File: src/pcbr_pkg.sv
// Constants and field layouts for the power-control and backup register bank.
// Assumes a 24-bit register word and a 6-bit register address.
package pcbr_pkg;

  // --------------------------------------------------------------
  // Register addresses
  // --------------------------------------------------------------
  localparam logic [5:0] ADDR_CUT    = 6'h0e;
  localparam logic [5:0] ADDR_PC2    = 6'h0f;
  localparam logic [5:0] ADDR_SPAREA = 6'h10;
  localparam logic [5:0] ADDR_SPAREB = 6'h11;
  localparam logic [5:0] ADDR_SCRA   = 6'h12;
  localparam logic [5:0] ADDR_SCRB   = 6'h13;

  // --------------------------------------------------------------
  // Field positions and masks
  // --------------------------------------------------------------
  localparam int          POS_WDI       = 12;
  localparam logic [23:0] CUT_MASK      = 24'h00ffff;
  localparam logic [23:0] PC2_MASK      = 24'hc67fff;
  localparam logic [23:0] PC2_SYS_MASK  = 24'hc01000;
  localparam logic [23:0] RST_CUT       = 24'h000000;
  localparam logic [23:0] RST_PC2       = 24'h400000;
  localparam logic [23:0] RST_SCR       = 24'h000000;
  localparam int          SYNC_STAGES   = 2;
  localparam int          N_PINS        = 7;

  // Power control two, bit 23 down to bit 0.
  typedef struct packed {
    logic [1:0] sleep_delay_sel;
    logic [2:0] rsvd_hi;
    logic [1:0] clk_drive;
    logic [1:0] rsvd_mid;
    logic [1:0] bus_drive;
    logic       watchdog_in_reset_en;
    logic       secondary_sleep_polarity;
    logic       sleep_req_polarity;
    logic [1:0] button3_filter_sel;
    logic [1:0] button2_filter_sel;
    logic [1:0] button1_filter_sel;
    logic       button3_reset_en;
    logic       button2_reset_en;
    logic       button1_reset_en;
    logic       auto_reboot_en;
  } pcbr_pc2_t;

  // Power cut control, low 16 bits.
  typedef struct packed {
    logic [3:0] cut_limit;
    logic [3:0] cut_tally;
    logic [7:0] cut_timer;
  } pcbr_cut_t;

endpackage

File: src/pcbr_regs.sv
// Power-control configuration and battery-backed scratch register bank.
// Assumes a simple same-clock register port and raw, asynchronous pins.
// Assumes reset comes from the clock domain's own power-on reset, and that
// system_reset_n comes from the device pin, low while a system reset lasts.
//
// How it works
// - The cut register holds an 8-bit timer, 4-bit tally and 4-bit limit cleared on reset.
// - The auto reboot bit asks for a restart after system reset only when set.
// - Bits 1 to 3 let each button input raise a system reset request.
// - Each button has a 2-bit filter select at bits 4-5, 6-7 and 8-9, cleared on reset.
// - Bit 10 makes the primary sleep request input active low.
// - Bit 11 makes the secondary sleep request input active low.
// - Bit 12 lets the watchdog input reset the system and is cleared by system reset.
`timescale 1ns/1ps
module pcbr_regs (
  // Clock, power-on reset and the system reset pin.
  input  wire logic        core_clk,
  input  wire logic        reset,
  input  wire logic        system_reset_n,
  // Register port.
  input  wire logic        wr_en,
  input  wire logic        rd_en,
  input  wire logic [5:0]  addr,
  input  wire logic [23:0] wr_data,
  output logic      [23:0] rd_data,
  output logic             rd_valid,
  // Raw pins.
  input  wire logic        button1_in,
  input  wire logic        button2_in,
  input  wire logic        button3_in,
  input  wire logic        watchdog_in,
  input  wire logic        sleep_req_in,
  input  wire logic        secondary_sleep_req,
  // Register contents and decoded requests.
  output pcbr_pkg::pcbr_pc2_t ctrl,
  output pcbr_pkg::pcbr_cut_t cut,
  output logic             sys_reset_req,
  output logic             sleep_active,
  output logic             secondary_sleep_active
);

  // --------------------------------------------------------------
  // Pin synchronisers
  // --------------------------------------------------------------
  logic [pcbr_pkg::N_PINS-1:0] pin_raw;
  logic [pcbr_pkg::N_PINS-1:0] meta_r;
  logic [pcbr_pkg::N_PINS-1:0] pin_r;
  logic                        sys_rst;

  assign pin_raw = {system_reset_n, secondary_sleep_req, sleep_req_in,
                    watchdog_in, button3_in, button2_in, button1_in};
  assign sys_rst = ~pin_r[6];

  // Two stages per pin; the first stage is read only by the second.
  // The preset of one reads as no system reset and no watchdog request, but as
  // active sleep inputs, since the polarity bits clear on reset; the button
  // enables clear on reset as well, so a preset button level cannot raise a request.
  always_ff @(posedge core_clk or posedge reset) begin
    if (reset) begin
      meta_r <= 7'h7f;
      pin_r  <= 7'h7f;
    end else begin
      meta_r <= pin_raw;
      pin_r  <= meta_r;
    end
  end

  // --------------------------------------------------------------
  // Register storage
  // --------------------------------------------------------------
  logic [23:0] cut_r;
  logic [23:0] pc2_r;
  logic [23:0] scra_r;
  logic [23:0] scrb_r;
  logic [23:0] pc2_nxt;
  logic        wr_cut;
  logic        wr_pc2;
  logic        wr_scra;
  logic        wr_scrb;

  // Address decode for writes.
  // Spare and unmapped addresses decode to nothing, which is what makes a
  // write there harmless.
  assign wr_cut  = wr_en && (addr == pcbr_pkg::ADDR_CUT);
  assign wr_pc2  = wr_en && (addr == pcbr_pkg::ADDR_PC2);
  assign wr_scra = wr_en && (addr == pcbr_pkg::ADDR_SCRA);
  assign wr_scrb = wr_en && (addr == pcbr_pkg::ADDR_SCRB);

  // System reset restores only its own fields; a write in that cycle loses.
  // The loss is deliberate: a host write racing a system reset cannot be
  // trusted, and the host sets its fields again once it has restarted.
  // reboot bit kept
  assign pc2_nxt = sys_rst
    ? ((pc2_r & ~pcbr_pkg::PC2_SYS_MASK) | (pcbr_pkg::RST_PC2 & pcbr_pkg::PC2_SYS_MASK))
    : (wr_pc2 ? (wr_data & pcbr_pkg::PC2_MASK) : pc2_r);

  always_ff @(posedge core_clk or posedge reset) begin
    if (reset) begin
      cut_r  <= pcbr_pkg::RST_CUT;
      pc2_r  <= pcbr_pkg::RST_PC2;
      scra_r <= pcbr_pkg::RST_SCR;
      scrb_r <= pcbr_pkg::RST_SCR;
    end else begin
      pc2_r <= pc2_nxt;
      if (wr_cut) begin
        cut_r <= wr_data & pcbr_pkg::CUT_MASK;
      end
      if (wr_scra) begin
        scra_r <= wr_data;
      end
      if (wr_scrb) begin
        scrb_r <= wr_data;
      end
    end
  end

  // --------------------------------------------------------------
  // Read path
  // --------------------------------------------------------------
  logic [23:0] rd_sel;

  // Spare words and unmapped addresses read zero.
  // unused read zero
  assign rd_sel = (addr == pcbr_pkg::ADDR_CUT)  ? cut_r  :
                  (addr == pcbr_pkg::ADDR_PC2)  ? pc2_r  :
                  (addr == pcbr_pkg::ADDR_SCRA) ? scra_r :
                  (addr == pcbr_pkg::ADDR_SCRB) ? scrb_r : 24'h000000;

  // Read data is held until the next read.
  // Holding it lets a slow host pick it up late; the price is a 24-bit
  // register in place of a purely combinational read path.
  always_ff @(posedge core_clk or posedge reset) begin
    if (reset) begin
      rd_data  <= 24'h000000;
      rd_valid <= 1'b0;
    end else begin
      rd_valid <= rd_en;
      if (rd_en) begin
        rd_data <= rd_sel;
      end
    end
  end

  // --------------------------------------------------------------
  // Control outputs
  // --------------------------------------------------------------
  logic        btn_rst;
  logic        wdi_rst;
  logic        sleep_nxt;
  logic        sleep2_nxt;

  // The control word and the cut fields leave the bank straight from flops,
  // so the logic that acts on them always sees settled values.
  assign ctrl = pc2_r;
  assign cut  = cut_r[15:0];

  assign btn_rst = (ctrl.button1_reset_en & pin_r[0]) |
                   (ctrl.button2_reset_en & pin_r[1]) |
                   (ctrl.button3_reset_en & pin_r[2]);
  assign wdi_rst = ctrl.watchdog_in_reset_en & ~pin_r[3];
  assign sleep_nxt  = pin_r[4] ^ ctrl.sleep_req_polarity;
  assign sleep2_nxt = pin_r[5] ^ ctrl.secondary_sleep_polarity;

  // Registered so the outputs never glitch on a pin edge.
  // The cost is one more cycle of latency, three edges from pin to output
  // in all, which is far below any button or watchdog timescale.
  always_ff @(posedge core_clk or posedge reset) begin
    if (reset) begin
      sys_reset_req          <= 1'b0;
      sleep_active           <= 1'b0;
      secondary_sleep_active <= 1'b0;
    end else begin
      sys_reset_req          <= btn_rst | wdi_rst;
      sleep_active           <= sleep_nxt;
      secondary_sleep_active <= sleep2_nxt;
    end
  end

  // --------------------------------------------------------------
  // Assertions
  // --------------------------------------------------------------
  // Storage checks run one cycle after the write, against the masked bus
  // data, so a wrong mask is caught in the cycle in which it bites.
  a_cut_write: assert property (@(posedge core_clk) disable iff (reset)
    wr_cut |=> cut_r == ($past(wr_data) & 24'h00ffff))
    else $error("cut register write mismatch");
  a_pc2_word: assert property (@(posedge core_clk) disable iff (reset)
    wr_pc2 && !sys_rst |=> pc2_r == ($past(wr_data) & pcbr_pkg::PC2_MASK))
    else $error("power control word stored with reserved bits");

  // A read of the cut register shows the stored fields and a zero top byte.
  a_cut_read: assert property (@(posedge core_clk) disable iff (reset)
    rd_en && addr == pcbr_pkg::ADDR_CUT |=> rd_valid && rd_data == {8'h00, $past(cut)})
    else $error("cut register read mismatch");

  // The reboot enable takes the written bit and must survive a system reset;
  // losing it there would defeat the very restart that it asks for.
  a_reboot_bit: assert property (@(posedge core_clk) disable iff (reset)
    wr_pc2 && !sys_rst |=> ctrl.auto_reboot_en == $past(wr_data[0]))
    else $error("auto reboot bit not stored");
  a_reboot_keep: assert property (@(posedge core_clk) disable iff (reset)
    sys_rst |=> $stable(ctrl.auto_reboot_en))
    else $error("auto reboot bit lost in system reset");

  // Button gating. Each enable is checked against its own pin, and with all
  // enables clear no pin level may raise a request.
  a_btn1_reset: assert property (@(posedge core_clk) disable iff (reset)
    (ctrl.button1_reset_en && pin_r[0]) |=> sys_reset_req)
    else $error("button one reset request missing");
  a_btn_reset: assert property (@(posedge core_clk) disable iff (reset)
    (ctrl.button2_reset_en && pin_r[1]) |=> sys_reset_req)
    else $error("button reset request missing");
  a_btn3_reset: assert property (@(posedge core_clk) disable iff (reset)
    (ctrl.button3_reset_en && pin_r[2]) |=> sys_reset_req)
    else $error("button three reset request missing");
  a_btn_block: assert property (@(posedge core_clk) disable iff (reset)
    (!btn_rst && !wdi_rst) |=> !sys_reset_req)
    else $error("reset request without cause");
  a_btn_none: assert property (@(posedge core_clk) disable iff (reset)
    !ctrl.button1_reset_en && !ctrl.button2_reset_en && !ctrl.button3_reset_en && !wdi_rst
    |=> !sys_reset_req)
    else $error("disabled button raised a reset request");

  // The filter selects take the written value and keep it through a system
  // reset; the debounce timing that they choose lives outside this bank.
  a_filter_sel: assert property (@(posedge core_clk) disable iff (reset)
    wr_pc2 && !sys_rst |=> ctrl.button3_filter_sel == $past(wr_data[9:8]))
    else $error("filter select not stored");
  a_filter_lo: assert property (@(posedge core_clk) disable iff (reset)
    wr_pc2 && !sys_rst |=> {ctrl.button2_filter_sel, ctrl.button1_filter_sel} == $past(wr_data[7:4]))
    else $error("low filter selects not stored");
  a_sel_keep: assert property (@(posedge core_clk) disable iff (reset)
    sys_rst |=> $stable(pc2_r[9:4]))
    else $error("filter selects lost in system reset");

  // Sleep polarity. The checks start only once reset is sampled low, because
  // the output register is still held in the cycle that releases reset.
  a_sleep_pol: assert property (@(posedge core_clk) disable iff (reset)
    !reset |=> sleep_active == ($past(pin_r[4]) ^ $past(pc2_r[10])))
    else $error("primary sleep polarity wrong");
  a_sleep2_pol: assert property (@(posedge core_clk) disable iff (reset)
    !reset |=> secondary_sleep_active == ($past(pin_r[5]) ^ $past(pc2_r[11])))
    else $error("secondary sleep polarity wrong");
  a_pol_keep: assert property (@(posedge core_clk) disable iff (reset)
    sys_rst |=> $stable(pc2_r[11:10]))
    else $error("sleep polarity lost in system reset");

  // Watchdog path: an enabled low input requests reset, a high one does not,
  // and a system reset clears the enable and reloads the delay while the
  // reboot and button enables in bits 0 to 3 stay as they were.
  a_wdi_reset: assert property (@(posedge core_clk) disable iff (reset)
    (ctrl.watchdog_in_reset_en && !pin_r[3]) |=> sys_reset_req)
    else $error("watchdog reset request missing");
  a_wdi_high: assert property (@(posedge core_clk) disable iff (reset)
    (ctrl.watchdog_in_reset_en && pin_r[3] && !btn_rst) |=> !sys_reset_req)
    else $error("idle watchdog raised a reset request");
  a_wdi_clear: assert property (@(posedge core_clk) disable iff (reset)
    sys_rst |=> !ctrl.watchdog_in_reset_en && ctrl.sleep_delay_sel == 2'h1)
    else $error("system reset did not clear fields");
  a_wdi_keep: assert property (@(posedge core_clk) disable iff (reset)
    sys_rst && !$past(sys_rst) |=> $stable(pc2_r[3:0]))
    else $error("system reset touched backed fields");

  // Unused space reads zero and ignores writes.
  a_unused_zero: assert property (@(posedge core_clk) disable iff (reset)
    rd_en && (addr == pcbr_pkg::ADDR_SPAREA || addr == pcbr_pkg::ADDR_SPAREB)
    |=> rd_valid && rd_data == 24'h000000)
    else $error("spare word read nonzero");
  a_unmapped_zero: assert property (@(posedge core_clk) disable iff (reset)
    rd_en && (addr < pcbr_pkg::ADDR_CUT || addr > pcbr_pkg::ADDR_SCRB)
    |=> rd_valid && rd_data == 24'h000000)
    else $error("unmapped address read nonzero");
  a_spare_nowrite: assert property (@(posedge core_clk) disable iff (reset)
    wr_en && (addr == pcbr_pkg::ADDR_SPAREA || addr == pcbr_pkg::ADDR_SPAREB) && !sys_rst
    |=> $stable(cut_r) && $stable(pc2_r) && $stable(scra_r) && $stable(scrb_r))
    else $error("spare word write changed a register");
  a_rsvd_zero: assert property (@(posedge core_clk) disable iff (reset)
    ##1 (pc2_r[16:15] == 2'h0) && (pc2_r[21:19] == 3'h0) && (cut_r[23:16] == 8'h00))
    else $error("reserved bits nonzero");

  // --------------------------------------------------------------
  // Coverage of the main scenarios
  // --------------------------------------------------------------
  // Each cover but c_scratch_rw shows that the bench reaches a path the assertions guard.
  c_scratch_rw: cover property (@(posedge core_clk) disable iff (reset)
    wr_scra ##[1:4] (rd_en && addr == pcbr_pkg::ADDR_SCRA));
  c_wdi_reset: cover property (@(posedge core_clk) disable iff (reset)
    wdi_rst ##1 sys_reset_req);
  c_sys_clear: cover property (@(posedge core_clk) disable iff (reset)
    ctrl.watchdog_in_reset_en ##1 sys_rst);
  c_btn_reset: cover property (@(posedge core_clk) disable iff (reset)
    btn_rst ##1 sys_reset_req);
  c_sleep_low: cover property (@(posedge core_clk) disable iff (reset)
    (ctrl.sleep_req_polarity && !pin_r[4]) ##1 sleep_active);

endmodule

File: config.mk
export PLATFORM = sky130hd
export DESIGN_NAME = pcbr_regs
export DESIGN_NICKNAME = d
export VERILOG_FILES = /design/src/pcbr_pkg.sv /design/src/pcbr_regs.sv
export SDC_FILE = /design/constraint.sdc
export NUM_CORES = 1
export LEC_CHECK = 0
export BUFFER_PORTS_ARGS = -buffer_cell sky130_fd_sc_hd__buf_2
export CORE_AREA = 2 2 105 107
export CTS_CLUSTER_DIAMETER = 150
export DETAILED_ROUTE_END_ITERATION = 7
export DIE_AREA = 0 0 107 109
export PLACE_DENSITY = 0.78
export SLEW_MARGIN = 15
export SYNTH_ARGS = -nofsm -noshare
export SYNTH_HDL_FRONTEND = slang
export SYNTH_SLANG_ARGS = --single-unit
File: constraint.sdc
create_clock -name core_clk -period 5 [get_ports core_clk]
set_input_delay 0.25 -clock core_clk [delete_from_list [all_inputs] [get_ports core_clk]]
set_output_delay 0.25 -clock core_clk [all_outputs]
set_load 0.05 [all_outputs]
======== Word level (Yosys, flattened, before mapping) ========
Cells that the tools add are included.
cells by class
  shift operators ......................... 0
  bitwise logic cells ..................... 10
  multiply operators ...................... 0
  equal/unequal tests ..................... 5
  reductions and logical operators ........ 5
  mux-type cells .......................... 6
  div/mod/pow operators ................... 0
  $lt $le $gt $ge ......................... 0
  $add $sub $neg .......................... 0
operator list
  operator                                                count
  2-to-1 mux 24 bit                                       6
  == test 6 x 4 -> 1 bit (second input constant)          2
  == test 6 x 5 -> 1 bit (second input constant)          2
  AND 1 bit                                               4
  logical AND 1 bit                                       4
  OR 1 bit                                                3
  inequality test 2 x 1 -> 1 bit (second input constant)  1
  AND reduction 2 bit                                     1
  bitwise XOR 1 bit                                       2
  NOT 1 bit                                               1
word-level totals
  output and inout bits ................... 68
  memory bits (writable) .................. 0
  word-level logic and storage cells ...... 38
  bits of input ports ..................... 41
  register bits ........................... 125
  bits in latches ......................... 0
  bits in read-only memories .............. 0
  memories kept ........................... 0

======== Longest topological paths before layout ========
  word-level depth ........................ 5
  gate-level depth with buffers ........... 6
  mapped depth without buffers ............ 4

======== Least setup slack after synthesis ========
Ideal clock, no wire load.
  path kind ............................... input-to-reg
  start ................................... in addr[5]
  end ..................................... reg scra_r[0]
  slack ................................... 3320 ps
  required time ........................... 4875 ps
  arrival ................................. 1554 ps
  setup time .............................. 125 ps
  buffers on the path ..................... 1
  cell stages on the path ................. 5
  cell sequence ........................... or4b_4 -> nor2_8 -> nand2_4 -> buf_6 -> mux2_4
on the way
  longest elaborated chain between the ends .. 2
RTL lines
  what                    line              text
  start, declared         pcbr_regs.sv:23   input wire logic [5:0] addr,
  == test 6 x 5 -> 1 bit  pcbr_regs.sv:86   assign wr_scra = wr_en && (addr == pcbr_pkg::ADDR_SCRA);
  logical AND 1 bit       pcbr_regs.sv:86
  end signal, assigned    pcbr_regs.sv:101  scra_r <= pcbr_pkg::RST_SCR;
  end signal, assigned    pcbr_regs.sv:109  scra_r <= wr_data;
  end, declared           pcbr_regs.sv:73   logic [23:0] scra_r;
Every way passes these cells.
A chain may end at the register's enable or synchronous reset.

======== Final worst setup path ========
  start ................................... in addr[0]
  end ..................................... reg cut_r[8]
on the way
  longest elaborated chain between the ends .. 2
RTL lines
  what                    line              text
  == test 6 x 4 -> 1 bit  pcbr_regs.sv:84   assign wr_cut = wr_en && (addr == pcbr_pkg::ADDR_CUT);
  logical AND 1 bit       pcbr_regs.sv:84
  end signal, assigned    pcbr_regs.sv:99   cut_r <= pcbr_pkg::RST_CUT;
  end signal, assigned    pcbr_regs.sv:106  cut_r <= wr_data & pcbr_pkg::CUT_MASK;
  end, declared           pcbr_regs.sv:71   logic [23:0] cut_r;
Every way passes these cells.

==> results_dict.tcl <==
set metrics [dict create \
    tightest_slew_ps 965 \
    grt_max_degree 81 \
    setup_tns_ps 0 \
    ios 109 \
    setup_violations 0 \
    synth_cell_types 37 \
    n_fill_cell 792 \
    grt_pass1_wl_um 19800 \
    worst_setup_path_end_kind "register" \
    yosys.area.top_type "dfrtp_1" \
    swShare 0.269 \
    area_delta_synth_final_pct 24.9 \
    critPathLaunchType "input pin" \
    htree_levels 4 \
    dp_cells 599 \
    min_period_ps 2100 \
    dr.pass1.iters 5 \
    slowest_stage "nor2_2" \
    drive_above_1_share 0.470 \
    final_cell_count_no_fill 649 \
    critPathKind "input pin to register" \
    syn_area_mm2 0.00533 \
    combPwrFrac 0.139 \
    ys_top_cells_by_area "dfrtp_1 52%, mux2_4 11%, mux2_2 7.6%" \
    cts_hold_buf 18 \
    antenna_left 0 \
    p_int_w 0.00204 \
    antenna_cells 0 \
    finalCritPeriodShare 0.420 \
    cp_slowest_stage_delay_ps 770 \
    core_mm2 0.0106 \
    first_global_vias 3748 \
    cts_root_buf "clkbuf_8" \
    hpwl_um 7490 \
    insertion_delay_ps 520 \
    grt_setup_unrepaired "no" \
    seq_area_frac_synth 0.590 \
    p_per_area_mw_per_mm2 419 \
    cts_buffers 17 \
    hold_path_class "input pin to register" \
    die-area_mm2 0.0117 \
    critPathArrivalTime_ps 2490 \
    clk_pin_slew_ps 60 \
    status "finished clean" \
    drcViolationCount 0 \
    ctsLongestPathBuffers 2 \
    io_buffers 103 \
    hold_viol_final 0 \
    overflow 0 \
    async_flop_share 1.00 \
    clkPwrFrac 0.439 \
    required_ps 5390 \
    rows 38 \
    yosysMostFrequentCell "dfrtp_1" \
    grt_usage 0.224 \
    die_h_um 109 \
    irDropWorstVdd_v 0.000211 \
    routed_wl_um 12300 \
    start_util 0.503 \
    cp_cell_sequence "buf_2 -> nand2b_1 -> nor2_2 -> nand2_2 -> mux2_1" \
    switchingPower_w 0.000750 \
    die_w_um 107 \
    synth_common_cells "110 x dfrtp_1, 40 x mux2_4, 36 x mux2_2" \
    synth_top_area_frac 0.516 \
    cp_max_fo 17 \
    syn_avg_cell_area_um2 14.1 \
    antenna_found_initial 1 \
    max_freq_ghz 0.476 \
    relSlewSlack 0.356 \
    globalplace.congestion 0.752 \
    max_cap_violations 0 \
    cts_sinks 125 \
    cts_resized 0 \
    p_leak_nw 3.38 \
    synth_edf_count 0 \
    drt-initial-drc-count 200 \
    yosys_most_used_dff "dfrtp_1" \
    layout.nets 537 \
    clock-skew-final_ps 5.76 \
    via_per_inst 5.62 \
    netlist_instances 378 \
    ys_ff_latch 125 \
    cts_tree "yes" \
    p_seq_frac 0.421 \
    drv_slew 0 \
    ys_warn_count 0 \
    num_vias 3645 \
    routedWlPerCell_um 18.9 \
    post_cts_buffers 0 \
]
power groups by stage:
stage                     clock, W  combinational [W]  sequential [W]
after floorplan                  0           0.000154         0.00131
after global placement           0           0.000371         0.00118
after detailed placement         0           0.000379         0.00119
after CTS                  0.00123           0.000393         0.00117
after global routing       0.00128           0.000412         0.00119
final                      0.00122           0.000388         0.00117
state kept, by name, summed over array words and instances (netlist names):
register / count
rd_data: 24
scrb_r: 24
cut_r: 16
ctrl: 19
rd_valid: 1
secondary_sleep_active: 1
meta_r: 7
pin_r: 7
scra_r: 24
sys_reset_req: 1
sleep_active: 1
worst paths after layout:
check,startpoint,to,slack [ps],depth (start not counted)
worst max-delay path,addr[0],cut_r[8],2900,5
worst min-delay path,wr_data[18],scrb_r[18],10,2
worst max register to register,pin_r[6],ctrl[11],3440,2
worst min register to register,meta_r[2],pin_r[2],350,0
max in group asynchronous,reset,scrb_r[1],3340,4
min in group asynchronous,reset,sys_reset_req,520,3
critical path, delay by kind of cell:
family / cells / cell delay [ps]
multiplexers: 1 / 470
AND/OR/NAND/NOR: 3 / 1600
buffers and inverters: 1 / 170
through the flow:
stage | hold slack (ps) | worst slack (ps) | total power [W] | util | cell area (um2)
final | 13.1 | 2900 | 0.00279 | 0.628 | 6660
after detailed placement | 347 | 2430 | 0.00157 | 0.555 | 5890
after floorplan | 254 | 1450 | 0.00147 | - | 5350
after global placement | 346 | 2520 | 0.00155 | 0.555 | 5890
after global routing | 5.45 | 2780 | 0.00288 | 0.628 | 6660
after CTS | 1.91 | 2950 | 0.00280 | 0.628 | 6660
cells in the final DEF (no fill, tap or decap), types with 8 or more instances in the layout:
cell type / instances
dfrtp_1: 110
buf_2: 103
mux2_4: 40
mux2_2: 36
o21ai_0: 20
a221oi_1: 19
dlygate4sd3_1: 18
a31oi_1: 16
clkbuf_16: 16
nor2b_1: 15
dfstp_2: 15
o211ai_1: 12
nor2_1: 9
a21oi_1: 8
logic make-up after synthesis:
family	Yosys count	share of synthesized area
DFF	125	0.590
AOI/OAI and AO/OA	87	0.111
muxes	80	0.197
and+or+nand+nor	53	0.0653
buffers and inverters	30	0.0326
xor gates and xnor gates	2	0.00329
other	1	0.000704
cell type report:
class                           instances  area, um2  share of cell area
Inverter                                2       10.0             0.00150
Sequential cell                       125       3150               0.473
Clock inverter                         12        144              0.0216
Timing Repair Buffer                  123        711               0.107
Clock buffer                           20        445              0.0669
Multi-Input combinational cell        227       2020               0.304
Tap cell                              140        175              0.0263
per-layer routing:
metal  track usage  part of all wire  up-vias
met5             0                 0        -
met4        0.0965             0.021        0
met3        0.0538             0.053       25
met2         0.356              0.49      132
met1         0.297              0.44     1854
li1              -                 -     1634
No activity file was read; power rests on OpenSTA's default activity.
